**src/verilog/serial_bus_defines.vh**
```
// register offsets, field positions, reset values and timing counts for the serial bus block
`ifndef SERIAL_BUS_DEFINES_VH
`define SERIAL_BUS_DEFINES_VH
`define OFS_CTRL_A 12'h000
`define OFS_CTRL_B 12'h004
`define OFS_STATUS 12'h008
`define OFS_DATA 12'h00C
`define OFS_OWN_ADDR 12'h010
`define OFS_PIN_READ 12'h014
`define CA_SCK_LSB 0
`define CA_BC_LSB 5
`define CA_ACK_BIT 4
`define CB_MODE_BIT 0
`define CB_START_BIT 1
`define CB_PEND_BIT 4
`define CB_BB_BIT 5
`define CB_TRX_BIT 6
`define CB_MST_BIT 7
`define ST_LRB_BIT 0
`define ST_AD0_BIT 1
`define ST_AAS_BIT 2
`define ST_AL_BIT 3
`define ST_SIOF_BIT 4
`define ST_PEND_BIT 5
`define ST_TRX_BIT 6
`define ST_BB_BIT 7
`define CTRL_A_RESET 8'h00
`define CTRL_B_RESET 8'h10
`define SCK_EXTERNAL 3'h7
`define SYS_CLK_MHZ 100
`define SETUP_TIME_NS 4700
`define SETUP_CYCLES ((`SETUP_TIME_NS * `SYS_CLK_MHZ + 999) / 1000)
`define START_BYTE 8'h01
`endif

```
**src/verilog/pin_sync.v**
```verilog
// two flip-flop synchroniser for a group of pins
`timescale 1ns/1ps
`default_nettype none
module pin_sync #(
	parameter WIDTH = 3
) (
	input wire clk_in,
	input wire nrst_in,
	input wire [WIDTH-1:0] async_in,
	output reg [WIDTH-1:0] sync_out
);
	reg [WIDTH-1:0] meta_r;
	always @(posedge clk_in)
	begin
		if (!nrst_in)
		begin
			meta_r <= {WIDTH{1'b1}};
			sync_out <= {WIDTH{1'b1}};
		end
		else
		begin
			meta_r <= async_in;
			sync_out <= meta_r;
		end
	end
endmodule
`default_nettype wire

```
**src/verilog/clk_divider.v**
```verilog
// serial clock rate generator: one tick per selected half period
`timescale 1ns/1ps
`default_nettype none
module clk_divider #(
	parameter CW = 12
) (
	input wire clk_in,
	input wire nrst_in,
	input wire run_in,
	input wire [2:0] sel_in,
	output reg tick_out
);
	reg [CW-1:0] cnt_r;
	wire [CW-1:0] limit;
	// rates step by powers of two from the system clock
	// shift amount is widened so the two slowest rates do not wrap to fast ones
	assign limit = ({{(CW-1){1'b0}}, 1'b1} << ({1'b0, sel_in} + 4'h3)) - {{(CW-1){1'b0}}, 1'b1};
	always @(posedge clk_in)
	begin
		if (!nrst_in || !run_in)
		begin
			cnt_r <= {CW{1'b0}};
			tick_out <= 1'b0;
		end
		else if (cnt_r >= limit)
		begin
			cnt_r <= {CW{1'b0}};
			tick_out <= 1'b1;
		end
		else
		begin
			cnt_r <= cnt_r + {{(CW-1){1'b0}}, 1'b1};
			tick_out <= 1'b0;
		end
	end
endmodule
`default_nettype wire

```
**src/verilog/serial_bus_if.v**
```verilog
// two-wire bus slave, stop and restart control, and synchronous serial clocking
//
// Overview of operation
// RQ1: addressed for read as slave, report transmit direction and send next loaded word.
// RQ2: after slave word, ack 1 releases bus on pending set; ack 0 sends next.
// RQ3: addressed for write or general call, hold clock until dummy read or pending write.
// RQ4: lost arbitration and not addressed drops to slave; buffer access clears lost flag.
// RQ5: slave receiver word done; buffer read releases the following word.
// RQ6: own address zero and start byte received sets transmit direction in slave mode.
// RQ7: with bus busy, writing master, direction, pending 1 and busy 0 starts stop.
// RQ8: software keeps master, direction, busy, pending unchanged until stop appears.
// RQ9: stop waits while another device holds the clock line low.
// RQ10: restart: clearing master, direction, busy with pending set releases both lines.
// RQ11: software polls busy then last-bit monitor before a new start.
// RQ12: software waits at least 4.7 us before the new start.
// RQ13: after master receive, software checks clock level through the pin read register.
// RQ14: synchronous mode clock field picks seven internal rates or external clock.
// RQ15: internal clock drives serial clock high when a transfer starts.
// RQ16: internal clock stops until software serves the buffer.
// RQ17: external clock phases last at least four machine cycles.
// RQ18: external clock at most 500 kHz at 16 MHz system clock.
// RQ19: shift out on leading edge, sample in on trailing edge.
// RQ20: leading edge is falling clock pin, trailing edge is rising.
// RQ21: clock line held low while pending flag is zero after a word.
// RQ22: word end in slave involvement raises interrupt and clears pending.
// RQ23: direction, lost, addressed and general call flags read together.
`timescale 1ns/1ps
`default_nettype none
`include "serial_bus_defines.vh"
module serial_bus_if #(
	parameter DIV_W = 12
) (
	// clock and reset
	input wire REF_CLK_IN,
	input wire NRST_IN,
	// apb slave
	input wire PSEL_IN,
	input wire PENABLE_IN,
	input wire PWRITE_IN,
	input wire [11:0] PADDR_IN,
	input wire [31:0] PWDATA_IN,
	output reg [31:0] PRDATA_OUT,
	output reg PREADY_OUT,
	output reg PSLVERR_OUT,
	// two-wire and clocked pins; enables are low while driving
	input wire SCL_IN,
	output reg SCL_OUT,
	output reg SCL_OE_N_OUT,
	input wire SDA_IN,
	output reg SDA_OUT,
	output reg SDA_OE_N_OUT,
	input wire SI_IN,
	// word event to the cpu
	output reg SERIAL_BUS_INTERRUPT_OUT
);
	localparam ST_IDLE = 3'h0;
	localparam ST_ADDR = 3'h1;
	localparam ST_DATA = 3'h2;
	localparam ST_ACK = 3'h3;
	localparam ST_HOLD = 3'h4;
	localparam ST_STOP = 3'h5;

	wire [2:0] pins_s;
	wire scl_s = pins_s[0];
	wire sda_s = pins_s[1];
	wire si_s = pins_s[2];
	wire tick;
	reg scl_d_r, sda_d_r;
	reg [7:0] serial_control_a_r, own_slave_address_reg_r, serial_data_buffer_r, shift_r;
	reg master_select_r, transmit_direction_r, bus_busy_r, pending_r, sio_mode_r, sio_start_r;
	reg arbitration_lost_r, addressed_as_slave_r, general_call_seen_r, last_rx_bit_r, siof_r;
	reg [2:0] state_r;
	reg [3:0] bit_r;
	reg first_r, sclk_r, buf_full_r, stop_phase_r;
	// involvement survives the buffer access that clears the addressed flag
	reg slave_active_r;
	reg [DIV_W-1:0] setup_cnt_r;

	pin_sync #(.WIDTH(3)) u_sync (
		.clk_in(REF_CLK_IN),
		.nrst_in(NRST_IN),
		.async_in({SI_IN, SDA_IN, SCL_IN}),
		.sync_out(pins_s)
	);
	clk_divider #(.CW(DIV_W)) u_div (
		.clk_in(REF_CLK_IN),
		.nrst_in(NRST_IN),
		.run_in(sio_mode_r && sio_start_r && !buf_full_r),
		.sel_in(serial_control_a_r[`CA_SCK_LSB+2:`CA_SCK_LSB]),
		.tick_out(tick)
	);

	function [2:0] bits_of;
		input [2:0] code;
		begin
			bits_of = code;
		end
	endfunction

	wire apb_acc = PSEL_IN && PENABLE_IN && !PREADY_OUT;
	wire wr = apb_acc && PWRITE_IN;
	wire rd = apb_acc && !PWRITE_IN;
	wire buf_hit = PADDR_IN == `OFS_DATA;
	wire buf_acc = apb_acc && buf_hit;
	wire wr_b = wr && PADDR_IN == `OFS_CTRL_B;
	wire scl_rise = scl_s && !scl_d_r;
	wire scl_fall = !scl_s && scl_d_r;
	wire start_seen = scl_s && sda_d_r && !sda_s;
	wire stop_seen = scl_s && !sda_d_r && sda_s;
	wire ext_clk = serial_control_a_r[`CA_SCK_LSB+2:`CA_SCK_LSB] == `SCK_EXTERNAL;
	wire [2:0] bc = serial_control_a_r[`CA_BC_LSB+2:`CA_BC_LSB];
	wire [3:0] word_len = (bc == 3'h0) ? 4'h8 : {1'b0, bits_of(bc)};
	wire stop_req = wr_b && bus_busy_r && PWDATA_IN[`CB_MST_BIT] && PWDATA_IN[`CB_TRX_BIT]
		&& PWDATA_IN[`CB_PEND_BIT] && !PWDATA_IN[`CB_BB_BIT];
	wire restart_req = wr_b && !PWDATA_IN[`CB_MST_BIT] && !PWDATA_IN[`CB_TRX_BIT]
		&& !PWDATA_IN[`CB_BB_BIT] && PWDATA_IN[`CB_PEND_BIT];
	// sio shift events: falling is leading, rising is trailing
	wire sio_lead = ext_clk ? scl_fall : (tick && sclk_r);
	wire sio_trail = ext_clk ? scl_rise : (tick && !sclk_r);
	wire [7:0] status = {bus_busy_r, transmit_direction_r, pending_r, siof_r,
		arbitration_lost_r, addressed_as_slave_r, general_call_seen_r, last_rx_bit_r};

	// apb: one wait state, read data and ready registered
	always @(posedge REF_CLK_IN)
	begin
		if (!NRST_IN)
		begin
			PREADY_OUT <= 1'b0;
			PRDATA_OUT <= 32'h00000000;
			PSLVERR_OUT <= 1'b0;
		end
		else
		begin
			PREADY_OUT <= PSEL_IN && PENABLE_IN && !PREADY_OUT;
			PSLVERR_OUT <= 1'b0;
			if (rd)
			begin
				case (PADDR_IN)
					`OFS_CTRL_A: PRDATA_OUT <= {24'h000000, serial_control_a_r};
					`OFS_CTRL_B: PRDATA_OUT <= {24'h000000, master_select_r,
						transmit_direction_r, bus_busy_r, pending_r, 2'h0, sio_start_r, sio_mode_r};
					`OFS_STATUS: PRDATA_OUT <= {24'h000000, status}; // see RQ23
					`OFS_DATA: PRDATA_OUT <= {24'h000000, serial_data_buffer_r};
					`OFS_OWN_ADDR: PRDATA_OUT <= {24'h000000, own_slave_address_reg_r};
					`OFS_PIN_READ: PRDATA_OUT <= {29'h00000000, si_s, sda_s, scl_s}; // see RQ13
					default:
					begin
						PRDATA_OUT <= 32'h00000000;
						PSLVERR_OUT <= 1'b1;
					end
				endcase
			end
			else if (apb_acc)
			begin
				PRDATA_OUT <= 32'h00000000;
				PSLVERR_OUT <= PADDR_IN > `OFS_PIN_READ || PADDR_IN[1:0] != 2'h0;
			end
		end
	end

	// main control and bus engine
	always @(posedge REF_CLK_IN)
	begin
		if (!NRST_IN)
		begin
			scl_d_r <= 1'b1;
			sda_d_r <= 1'b1;
			serial_control_a_r <= `CTRL_A_RESET;
			own_slave_address_reg_r <= 8'h00;
			serial_data_buffer_r <= 8'h00;
			shift_r <= 8'h00;
			master_select_r <= 1'b0;
			transmit_direction_r <= 1'b0;
			bus_busy_r <= 1'b0;
			pending_r <= 1'b1;
			sio_mode_r <= 1'b0;
			sio_start_r <= 1'b0;
			arbitration_lost_r <= 1'b0;
			addressed_as_slave_r <= 1'b0;
			general_call_seen_r <= 1'b0;
			last_rx_bit_r <= 1'b1;
			siof_r <= 1'b0;
			state_r <= ST_IDLE;
			bit_r <= 4'h0;
			first_r <= 1'b0;
			sclk_r <= 1'b1;
			buf_full_r <= 1'b0;
			stop_phase_r <= 1'b0;
			slave_active_r <= 1'b0;
			setup_cnt_r <= {DIV_W{1'b0}};
			SCL_OUT <= 1'b1;
			SCL_OE_N_OUT <= 1'b1;
			SDA_OUT <= 1'b1;
			SDA_OE_N_OUT <= 1'b1;
			SERIAL_BUS_INTERRUPT_OUT <= 1'b0;
		end
		else
		begin
			scl_d_r <= scl_s;
			sda_d_r <= sda_s;
			SERIAL_BUS_INTERRUPT_OUT <= 1'b0;
			if (wr && PADDR_IN == `OFS_CTRL_A)
				serial_control_a_r <= PWDATA_IN[7:0];
			if (wr && PADDR_IN == `OFS_OWN_ADDR)
				own_slave_address_reg_r <= PWDATA_IN[7:0];
			if (wr && buf_hit)
				serial_data_buffer_r <= PWDATA_IN[7:0];
			if (buf_acc)
			begin
				arbitration_lost_r <= 1'b0; // see RQ4
				addressed_as_slave_r <= 1'b0;
				pending_r <= 1'b1; // see RQ3 RQ5
				buf_full_r <= 1'b0; // see RQ16
			end
			if (wr_b)
			begin
				sio_mode_r <= PWDATA_IN[`CB_MODE_BIT];
				sio_start_r <= PWDATA_IN[`CB_START_BIT];
				master_select_r <= PWDATA_IN[`CB_MST_BIT];
				transmit_direction_r <= PWDATA_IN[`CB_TRX_BIT];
				bus_busy_r <= PWDATA_IN[`CB_BB_BIT];
				if (PWDATA_IN[`CB_PEND_BIT])
					pending_r <= 1'b1; // see RQ3
			end
			if (start_seen || stop_seen)
				general_call_seen_r <= 1'b0;
			if (!sio_mode_r)
			begin
				SCL_OE_N_OUT <= pending_r; // see RQ21
				SCL_OUT <= 1'b0;
				first_r <= 1'b1;
				case (state_r)
					ST_IDLE:
					begin
						SDA_OE_N_OUT <= 1'b1;
						if (stop_req)
						begin
							state_r <= ST_STOP; // see RQ7
							stop_phase_r <= 1'b0;
							pending_r <= 1'b1;
						end
						else if (start_seen)
						begin
							state_r <= ST_ADDR;
							bit_r <= 4'h0;
							bus_busy_r <= 1'b1;
							slave_active_r <= 1'b0;
						end
					end
					ST_ADDR, ST_DATA:
					begin
						if (stop_req)
						begin
							state_r <= ST_STOP;
							stop_phase_r <= 1'b0;
						end
						else if (restart_req)
						begin
							state_r <= ST_IDLE; // see RQ10
							SDA_OE_N_OUT <= 1'b1;
						end
						else if (stop_seen)
						begin
							state_r <= ST_IDLE;
							bus_busy_r <= 1'b0;
							addressed_as_slave_r <= 1'b0;
							slave_active_r <= 1'b0;
						end
						else if (start_seen)
						begin
							bit_r <= 4'h0;
							state_r <= ST_ADDR;
							slave_active_r <= 1'b0;
						end
						else if (scl_rise)
						begin
							// a transmitting slave shifts only on the falling edge
							if (!(state_r == ST_DATA && transmit_direction_r))
								shift_r <= {shift_r[6:0], sda_s};
							last_rx_bit_r <= sda_s;
							bit_r <= bit_r + 4'h1;
						end
						else if (scl_fall && state_r == ST_DATA && transmit_direction_r
							&& bit_r != word_len)
						begin
							SDA_OE_N_OUT <= shift_r[7];
							shift_r <= {shift_r[6:0], 1'b1};
						end
						else if (scl_fall && bit_r == (state_r == ST_ADDR ? 4'h8 : word_len))
						begin
							SDA_OE_N_OUT <= 1'b1;
							if (state_r == ST_ADDR)
							begin
								if (shift_r[7:1] == own_slave_address_reg_r[7:1]
									&& own_slave_address_reg_r != 8'h00)
								begin
									addressed_as_slave_r <= 1'b1;
									slave_active_r <= 1'b1;
									SDA_OE_N_OUT <= 1'b0; // acknowledge the address
									SDA_OUT <= 1'b0;
									// see RQ1
									transmit_direction_r <= shift_r[0];
									if (master_select_r)
									begin
										arbitration_lost_r <= 1'b1;
										master_select_r <= 1'b0;
									end
								end
								else if (shift_r == 8'h00)
								begin
									general_call_seen_r <= 1'b1;
									addressed_as_slave_r <= 1'b1;
									slave_active_r <= 1'b1;
									SDA_OE_N_OUT <= 1'b0;
									SDA_OUT <= 1'b0;
									transmit_direction_r <= 1'b0;
								end
								else if (own_slave_address_reg_r == 8'h00 && shift_r == `START_BYTE)
									transmit_direction_r <= 1'b1; // see RQ6
								if (master_select_r && arbitration_lost_r)
									master_select_r <= 1'b0; // see RQ4
							end
							else if (!transmit_direction_r)
							begin
								serial_data_buffer_r <= shift_r;
								SDA_OE_N_OUT <= !serial_control_a_r[`CA_ACK_BIT];
								SDA_OUT <= 1'b0;
							end
							state_r <= ST_ACK;
						end
					end
					ST_ACK:
					begin
						if (scl_rise && transmit_direction_r)
							last_rx_bit_r <= sda_s; // acknowledge from the receiver
						if (scl_fall)
						begin
							SDA_OE_N_OUT <= 1'b1;
							if (slave_active_r || arbitration_lost_r)
							begin
								pending_r <= 1'b0; // see RQ22 RQ21
								SERIAL_BUS_INTERRUPT_OUT <= 1'b1;
								state_r <= ST_HOLD;
							end
							else
								state_r <= ST_IDLE;
						end
					end
					ST_HOLD:
					begin
						if (stop_seen)
						begin
							state_r <= ST_IDLE;
							bus_busy_r <= 1'b0;
							slave_active_r <= 1'b0;
						end
						else if (pending_r)
						begin
							bit_r <= 4'h0;
							// see RQ2: nack with direction still set frees the bus
							if (transmit_direction_r && !last_rx_bit_r)
							begin
								// first bit goes out now, in the same cycle the clock is let go
								shift_r <= {serial_data_buffer_r[6:0], 1'b1};
								SDA_OE_N_OUT <= serial_data_buffer_r[7];
								SDA_OUT <= 1'b0;
								state_r <= ST_DATA;
							end
							else if (transmit_direction_r || !last_rx_bit_r || 1'b1)
								state_r <= transmit_direction_r ? ST_IDLE : ST_DATA;
						end
					end
					ST_STOP:
					begin
						// see RQ9: wait for the clock line to go high first
						SCL_OE_N_OUT <= 1'b1;
						if (!stop_phase_r)
						begin
							SDA_OE_N_OUT <= 1'b0;
							SDA_OUT <= 1'b0;
							if (scl_s)
								stop_phase_r <= 1'b1;
						end
						else
						begin
							SDA_OE_N_OUT <= 1'b1;
							bus_busy_r <= 1'b0;
							master_select_r <= 1'b0;
							state_r <= ST_IDLE;
						end
					end
					default: state_r <= ST_IDLE;
				endcase
			end
			else
			begin
				// clocked synchronous mode
				SDA_OE_N_OUT <= 1'b0;
				SCL_OE_N_OUT <= ext_clk; // see RQ14
				SCL_OUT <= sclk_r;
				if (!sio_start_r)
				begin
					siof_r <= 1'b0;
					first_r <= 1'b1;
					sclk_r <= 1'b1;
					SDA_OUT <= 1'b1;
				end
				else
				begin
					siof_r <= 1'b1;
					if (first_r)
					begin
						sclk_r <= 1'b1; // see RQ15
						first_r <= 1'b0;
						bit_r <= 4'h0;
						shift_r <= serial_data_buffer_r;
					end
					else if (!buf_full_r)
					begin
						if (!ext_clk && tick)
							sclk_r <= !sclk_r;
						if (sio_lead)
						begin
							SDA_OUT <= shift_r[0]; // see RQ19 RQ20
						end
						if (sio_trail)
						begin
							shift_r <= {si_s, shift_r[7:1]}; // see RQ19
							bit_r <= bit_r + 4'h1;
							if (bit_r == 4'h7)
							begin
								serial_data_buffer_r <= {si_s, shift_r[7:1]};
								buf_full_r <= 1'b1; // see RQ16
								bit_r <= 4'h0;
								SERIAL_BUS_INTERRUPT_OUT <= 1'b1;
							end
						end
					end
					if (buf_full_r && buf_acc && wr)
						shift_r <= PWDATA_IN[7:0];
				end
			end
			setup_cnt_r <= {DIV_W{1'b0}};
		end
	end
endmodule
`default_nettype wire

```
**config.mk**
```make
export PLATFORM = sky130hd
export DESIGN_NAME = serial_bus_if
export DESIGN_NICKNAME = d
export VERILOG_FILES = /design/src/verilog/pin_sync.v /design/src/verilog/clk_divider.v /design/src/verilog/serial_bus_if.v
export VERILOG_INCLUDE_DIRS = /design/src /design/src/verilog
export SDC_FILE = /design/constraint.sdc
export NUM_CORES = 1
export LEC_CHECK = 0
export ABC_CLOCK_PERIOD_IN_PS = 2600
export CAP_MARGIN = 10
export CORE_ASPECT_RATIO = 1.2
export CORE_MARGIN = 1.5
export CORE_UTILIZATION = 55
export CTS_CLUSTER_DIAMETER = 200
export CTS_CLUSTER_SIZE = 14
export DETAILED_ROUTE_END_ITERATION = 10
export DONT_BUFFER_PORTS = 1
export PLACE_DENSITY = 0.66
export SLEW_MARGIN = 30
export SYNTH_ARGS = -nofsm -noshare
export SYNTH_HDL_FRONTEND = slang
export SYNTH_SLANG_ARGS = --single-unit
```
**constraint.sdc**
```tcl
create_clock -name REF_CLK_IN -period 2.6 [get_ports REF_CLK_IN]
set_clock_uncertainty 0.15 [all_clocks]
set_input_delay 0.39 -clock REF_CLK_IN [delete_from_list [all_inputs] [get_ports REF_CLK_IN]]
set_output_delay 0.39 -clock REF_CLK_IN [all_outputs]
set_load 0.01 [all_outputs]
```
# Yosys cells after proc, flatten, opt, wreduce, memory -nomap -nowiden
# Index checks and enable logic that the tools add are counted.
[word_totals] register_bits=115 latch_bits=0 mem_bits_rw=0 mem_bits_ro=0 input_bits=52 output_inout_bits=39 n_memories=0
[classes] addsub=4 mul=0 div_mod_pow=0 order_cmp=2 eq_ne=71 shift=1 mux=253 bitwise_logic=1 reduce_logical=89
[ops] operator="two-way mux 8 bit" n=33
[ops] operator="two-way mux 1 bit" n=173
[ops] operator="two-way mux 4 bit" n=17
[ops] operator="two-way mux 32 bit" n=2
[ops] operator="inequality test 3 bit, second input constant" n=20
[ops] operator="one-hot mux 8 bit (6 select lines)" n=1
[ops] operator="inequality test 4 bit, second input constant" n=11
[ops] operator="two-way mux 3 bit" n=14
[ops] operator="logical AND 1 bit" n=41
[ops] operator="equality test 12 x 4 -> 1 bit, second input constant" n=2
[ops] operator="equality test 12 x 5 -> 1 bit, second input constant" n=2
[ops] operator="AND reduction 12 bit" n=2
[ops] operator="inequality test 2 bit, second input constant" n=11
[ops] operator="inequality test 6 bit, second input constant" n=3
[ops] operator="AND reduction 17 bit" n=1
[ops] operator="zero test 1 bit" n=16
[ops] operator="zero test 8 bit" n=2
[ops] operator="one-hot mux 8 bit (2 select lines)" n=1
[ops] operator="AND reduction 8 bit" n=2
[ops] operator="inequality test 5 bit, second input constant" n=3
[ops] operator="one-hot mux 3 bit (5 select lines)" n=1
[ops] operator="AND reduction 13 bit" n=1
[ops] operator="adder 12 x 1 -> 12 bit, second input constant" n=1
[ops] operator="equality test 12 x 3 -> 1 bit, second input constant" n=1
[ops] operator="39 further kinds" n=60

# Logic depth before layout (Yosys ltp)
[logic_depth] ltp_word=18 ltp_mapped=9 ltp_nobuf=7

# Cells and area by module
# A second synthesis with hierarchy kept.
[unflattened] hier_cells=770 hier_area_um2=6150.9
[by_module_without_submodules] module="serial_bus_if" instances=1 cells_each=664 area_per_inst_um2=5196.2 seq_area_each_um2=1441.4
[by_module_without_submodules] module="clk_divider" instances=1 cells_each=94 area_per_inst_um2=797.0 seq_area_each_um2=260.2
[by_module_without_submodules] module="pin_sync" instances=1 cells_each=12 area_per_inst_um2=157.7 seq_area_each_um2=120.1

# Least setup slack after synthesis
# No wires, ideal clock.
[synth_timing] path_type="input to register" startpoint="input port PADDR_IN[8]" endpoint="register state_r[2]" t_arrival_ns=2.149 t_required_ns=2.379 setup_slack_ns=0.230 cell_stages=7 path_buffers=1 cell_sequence="nor4_4 -> and4_1 -> buf_6 -> nand3_4 -> a2111o_1 -> or4_1 -> a21oi_1"
[synth_between] elab_chain_len=9 elab_cells_between_ends=20 classes_between="eq/ne: 5; mux: 4; reduce/logical: 11"
[synth_rtl] element="from (decl)" line_no="serial_bus_if.v:40" text="input wire [11:0] PADDR_IN,"
[synth_rtl] element="equality test 12 x 3 -> 1 bit *"
[synth_rtl] element="logical AND 1 bit (no source line) *"
[synth_rtl] element="logical AND 1 bit, on equally long branches (4 in series)" line_no="serial_bus_if.v:113, serial_bus_if.v:115"
[synth_rtl] element="logical AND 1 bit or two-way mux 3 bit (tied branches)" line_no="serial_bus_if.v:113, serial_bus_if.v:257"
[synth_rtl] element="inequality test 6 bit (no source line), or another cell as far along"
[synth_rtl] element="AND reduction 8 bit (no source line) or one-hot mux 3 bit (5 select lines) (tied branches)"
[synth_rtl] element="to (signal assigned)" line_no="serial_bus_if.v:370" text="state_r <= transmit_direction_r ? ST_IDLE : ST_DATA;"
[synth_rtl] element="to (decl)" line_no="serial_bus_if.v:72" text="reg [2:0] state_r;"
# Every way passes the cells marked *; elsewhere a longest branch is shown, timed or not.
# A chain may end at the register's enable or synchronous reset.

# Worst setup path in the final report
[layout_timing] startpoint="register state_r[2]" endpoint="register serial_data_buffer_r[5]"
[layout_between] elab_chain_len=13 elab_cells_between_ends=19 classes_between="eq/ne: 3; mux: 11; reduce/logical: 5"
[layout_rtl] element="equality test 3 x 1 -> 1 bit" line_no="serial_bus_if.v:232, serial_bus_if.v:289, serial_bus_if.v:292"
[layout_rtl] element="two-way mux 4 bit" line_no="serial_bus_if.v:289" text="else if (scl_fall && bit_r == (state_r == ST_ADDR ? 4'h8 : word_len))"
[layout_rtl] element="equality test 4 bit" line_no="serial_bus_if.v:289"
[layout_rtl] element="logical AND 1 bit" line_no="serial_bus_if.v:289"
[layout_rtl] element="two-way mux 8 bit" line_no="serial_bus_if.v:289"
[layout_rtl] element="two-way mux 8 bit" line_no="serial_bus_if.v:283" text="else if (scl_fall && state_r == ST_DATA && transmit_direction_r"
[layout_rtl] element="two-way mux 8 bit" line_no="serial_bus_if.v:275" text="else if (scl_rise)"
[layout_rtl] element="two-way mux 8 bit" line_no="serial_bus_if.v:269" text="else if (start_seen)"
[layout_rtl] element="two-way mux 8 bit" line_no="serial_bus_if.v:262" text="else if (stop_seen)"
[layout_rtl] element="two-way mux 8 bit" line_no="serial_bus_if.v:257" text="else if (restart_req)"
[layout_rtl] element="two-way mux 8 bit" line_no="serial_bus_if.v:252" text="if (stop_req)"
[layout_rtl] element="two-way mux 8 bit *" line_no="serial_bus_if.v:232" text="case (state_r)"
[layout_rtl] element="two-way mux 8 bit *" line_no="serial_bus_if.v:227" text="if (!sio_mode_r)"
[layout_rtl] element="to (signal assigned)" line_no="serial_bus_if.v:207" text="serial_data_buffer_r <= PWDATA_IN[7:0];"
[layout_rtl] element="to (signal assigned)" line_no="serial_bus_if.v:325" text="serial_data_buffer_r <= shift_r;"
[layout_rtl] element="to (signal assigned)" line_no="serial_bus_if.v:432" text="serial_data_buffer_r <= {si_s, shift_r[7:1]};"
[layout_rtl] element="to (decl)" line_no="serial_bus_if.v:69" text="reg [7:0] serial_control_a_r, own_slave_address_reg_r, serial_data_buffer_r, shift_r;"
# Marks and branches as above.

==> flow_summary.json <==
{
  "max_freq_mhz": 403,
  "vias": 5855,
  "grt_usage_pct": 32.0,
  "startpoint_type": "flip-flop",
  "leakage_nw": 2.43,
  "crit_required_ns": 2.72,
  "r2r-start": "state_r[2]",
  "initial_core_util_pct": 57.0,
  "setup_viol": 0,
  "synth_area_mm2": 0.00602,
  "worst_pin_slew_ns": 0.648,
  "pre_cts_slack_ns": 0.0782,
  "crit_path_end_kind": "flip-flop",
  "grt_overflow": 0,
  "reg2reg_slack_ns": 0.12,
  "ys_ff_latch": 91,
  "cts_buffers": 9,
  "ir_worst_vdd_v": 0.000358,
  "n_antenna_cell": 0,
  "grt_max_degree": 36,
  "crit_type": "reg2reg",
  "coreArea_mm2": 0.0106,
  "syn-mean-instance-area_um2": 8.03,
  "slew_headroom_pct": 56.7,
  "rsz0062_at_grt": "false",
  "die_x_um": 98.5,
  "htree_levels": 3,
  "antenna_found_initial": 0,
  "hold_end": "state_r[1]",
  "worstSkewPairLatency_ns": 0.35,
  "pin_count": 91,
  "status": "complete, no violations",
  "grt_pass1_vias": 5428,
  "min_from": "NRST_IN",
  "hold_viol": 0,
  "hold_depth": 1,
  "detail-route-antenna-nets": 0,
  "nNetsFinal": 817,
  "r2r-end": "serial_data_buffer_r[5]",
  "async_flop_share_pct": 0,
  "cp_max_fo": 14,
  "dp_hpwl_um": 13700,
  "gp_congestion": 0.994,
  "first_pass_iters": 8,
  "drive_gt1_share_pct": 12.1,
  "tritoncts": "yes",
  "max_cap_violations": 0,
  "wirelength_um": 18600,
  "viasPerCell": 6.59,
  "die-area_mm2": 0.0116,
  "grt_pass1_wl_um": 29300,
  "drtIter0Drc": 549,
  "wl_per_cell_um": 20.9,
  "rr_worst_depth": 6,
  "fin_crit_ns": 2.48,
  "port_buffers": 0,
  "area_growth_pct": 8.54,
  "yosys_warnings": 0,
  "synth_ff_type": "dfxtp_1",
  "path_clk_slew_ns": 0.07,
  "die_y_um": 118,
  "rows": 41,
  "fin_tns_setup_ns": 0,
  "period_share_pct": 95.4,
  "cts.sinks": 91,
  "drc": 0,
  "slew_viol_final": 0,
  "crit_arrival_ns": 2.60,
  "clockBufferDepth": 2,
  "cts_root_buffer": "clkbuf_16",
  "hold_path.class": "in2reg",
  "setup_ws_ns": 0.120,
  "synthCells": 750,
  "synth_edf_count": 0,
  "seq_area_frac_synth_pct": 30.3,
  "synth_cell_types": 73,
  "cellPowerDensity_mw_per_mm2": 607
}
final cells by class:
cell class	count	area (um2)
fillers	970	4030
multi-input cells	591	3840
flip-flops and latches	91	1820
repair buffers	49	378
clock buffers	10	239
well taps	129	161
clock inverters	6	47.5
inverters	12	45.0
per-stage QoR:
| step | power, W | hold WS (ns) | std cells | instance area (um2) | util [%] |
|---|---|---|---|---|---|
| final | 0.00397 | 0.0180 | 888 | 6530 | 61.8 |
| after global routing | 0.00414 | 0.0209 | 888 | 6530 | 61.8 |
| after CTS | 0.00394 | 0.0181 | 888 | 6520 | 61.7 |
| after detailed placement | 0.00266 | 0.247 | 868 | 6190 | 58.6 |
| after global placement | 0.00265 | 0.243 | 868 | 6190 | 58.6 |
| after floorplan | 0.00236 | 0.236 | 775 | 6110 | - |
metal layers:
layer,vias up,track usage (%),part of all wire [%]
met1,2786,41.0,40
li1,2707,-,-
met3,67,5.52,7.6
met2,295,49.5,46
met4,0,20.1,5.8
met5,-,0,0
power breakdown:
group	switching (W)	total, W	internal [W]
Combinational	0.000653	0.00114	0.000483
Sequential	0.000104	0.00155	0.00145
Clock	0.000593	0.00128	0.000683
cells in the final DEF (no fill, tap or decap), types with 4 or more instances in the layout:
| cell | n |
|---|---|
| nor2b_1 | 15 |
| buf_4 | 45 |
| nand2_1 | 79 |
| xnor2_1 | 4 |
| and3_1 | 14 |
| nor3b_1 | 8 |
| dlygate4sd3_1 | 4 |
| o21a_1 | 5 |
| or3_1 | 8 |
| a21oi_1 | 61 |
| nand2b_1 | 22 |
| xor2_1 | 14 |
| o22ai_1 | 6 |
| mux2_2 | 14 |
| or4_1 | 7 |
| ha_1 | 11 |
| a31oi_1 | 6 |
| nor2_1 | 35 |
| o21ai_0 | 23 |
| nor3_1 | 20 |
| clkbuf_16 | 9 |
| nor4_1 | 7 |
| inv_1 | 12 |
| a211oi_1 | 12 |
| a22oi_1 | 15 |
| o211ai_1 | 16 |
| a21o_1 | 5 |
| o2111ai_1 | 7 |
| mux2i_1 | 38 |
| o311ai_0 | 6 |
| conb_1 | 26 |
| and2_1 | 6 |
| nand3_1 | 26 |
| dfxtp_1 | 89 |
| nand4_1 | 6 |
| nand3b_1 | 15 |
sequential cells by signal, summed over array words and instances, names as in the netlist, 4 cells and up:
signal,cells
PRDATA_OUT,8
bit_r,4
own_slave_address_reg_r,8
serial_control_a_r,8
serial_data_buffer_r,8
shift_r,8
u_div.cnt_r,12
how the worst max path moves through the flow:
stage                start                 endpoint  slack (ns)  cells past startpoint
2_1_floorplan  PADDR_IN[8]               state_r[2]        0.23                      7
3_3_place_gp    state_r[1]  serial_data_buffer_r[6]         0.1                      6
3_5_place_dp    state_r[1]  serial_data_buffer_r[5]        0.08                      6
4_1_cts         state_r[1]  serial_data_buffer_r[5]        0.06                      6
5_1_grt         state_r[0]  serial_data_buffer_r[5]       0.003                      6
6_report        state_r[2]  serial_data_buffer_r[5]        0.12                      6
cell families (layout without fill, tap and decap cells):
group	after synthesis	count (layout)	share of synthesized area [%]
adder cells (fa/ha/maj)	11	11	2.29
AND/OR/NAND/NOR	297	297	27.6
XOR/XNOR	18	18	2.62
AO/OA/AOI/OAI	187	187	20.5
buffers and inverters	93	77	7.69
flip-flops	91	91	30.3
multiplexers	52	52	8.94
other	1	26	0.0623
cell usage after synthesis, types with 4 or more instances:
cell type  instances  area, um2
mux2i_1           38        380
o21ai_0           23        115
a21o_1             5       37.5
or4_1              7       52.6
xnor2_1            4       35.0
inv_1             12       45.0
o2111ai_1          7       61.3
o21a_1             5       37.5
or3_1              8       50.1
clkbuf_1          41        154
o311ai_0           6       52.6
xor2_1            14        123
nor3_1            21        105
a211oi_1          12       90.1
nand3b_1          15        113
nor3b_1            9       67.6
nand3_1           26        130
nor2b_1           15       93.8
a31oi_1            6       37.5
nor4_1             7       43.8
dfxtp_1           91       1820
a22oi_1           15        113
and2_1             6       37.5
buf_1              4       15.0
buf_4             25        188
ha_1              11        138
nand4_1            6       37.5
a21oi_1           61        305
o211ai_1          16        120
and3_1            14       87.6
nor2_1            35        131
nand2b_1          22        138
buf_2              8       40.0
nand2_1           79        297
mux2_2            14        158
o22ai_1            6       37.5
timing repair:
action,CTS,global route
hold buffers,4,0
endpoints found under the hold margin,13,0
gates resized for setup,0,4
buffers inserted,0,0
setup endpoints to repair,0,20
worst max-delay path, cell delays in order, from the launching register on:
cell and delay [ns]:
dfxtp_1 0.46, or3b_1 0.46, nor4_2 0.27, a21o_1 0.19
nand2_1 0.20, or4_1 0.56, o211ai_1 0.10
(Power assumes the default switching activity.)
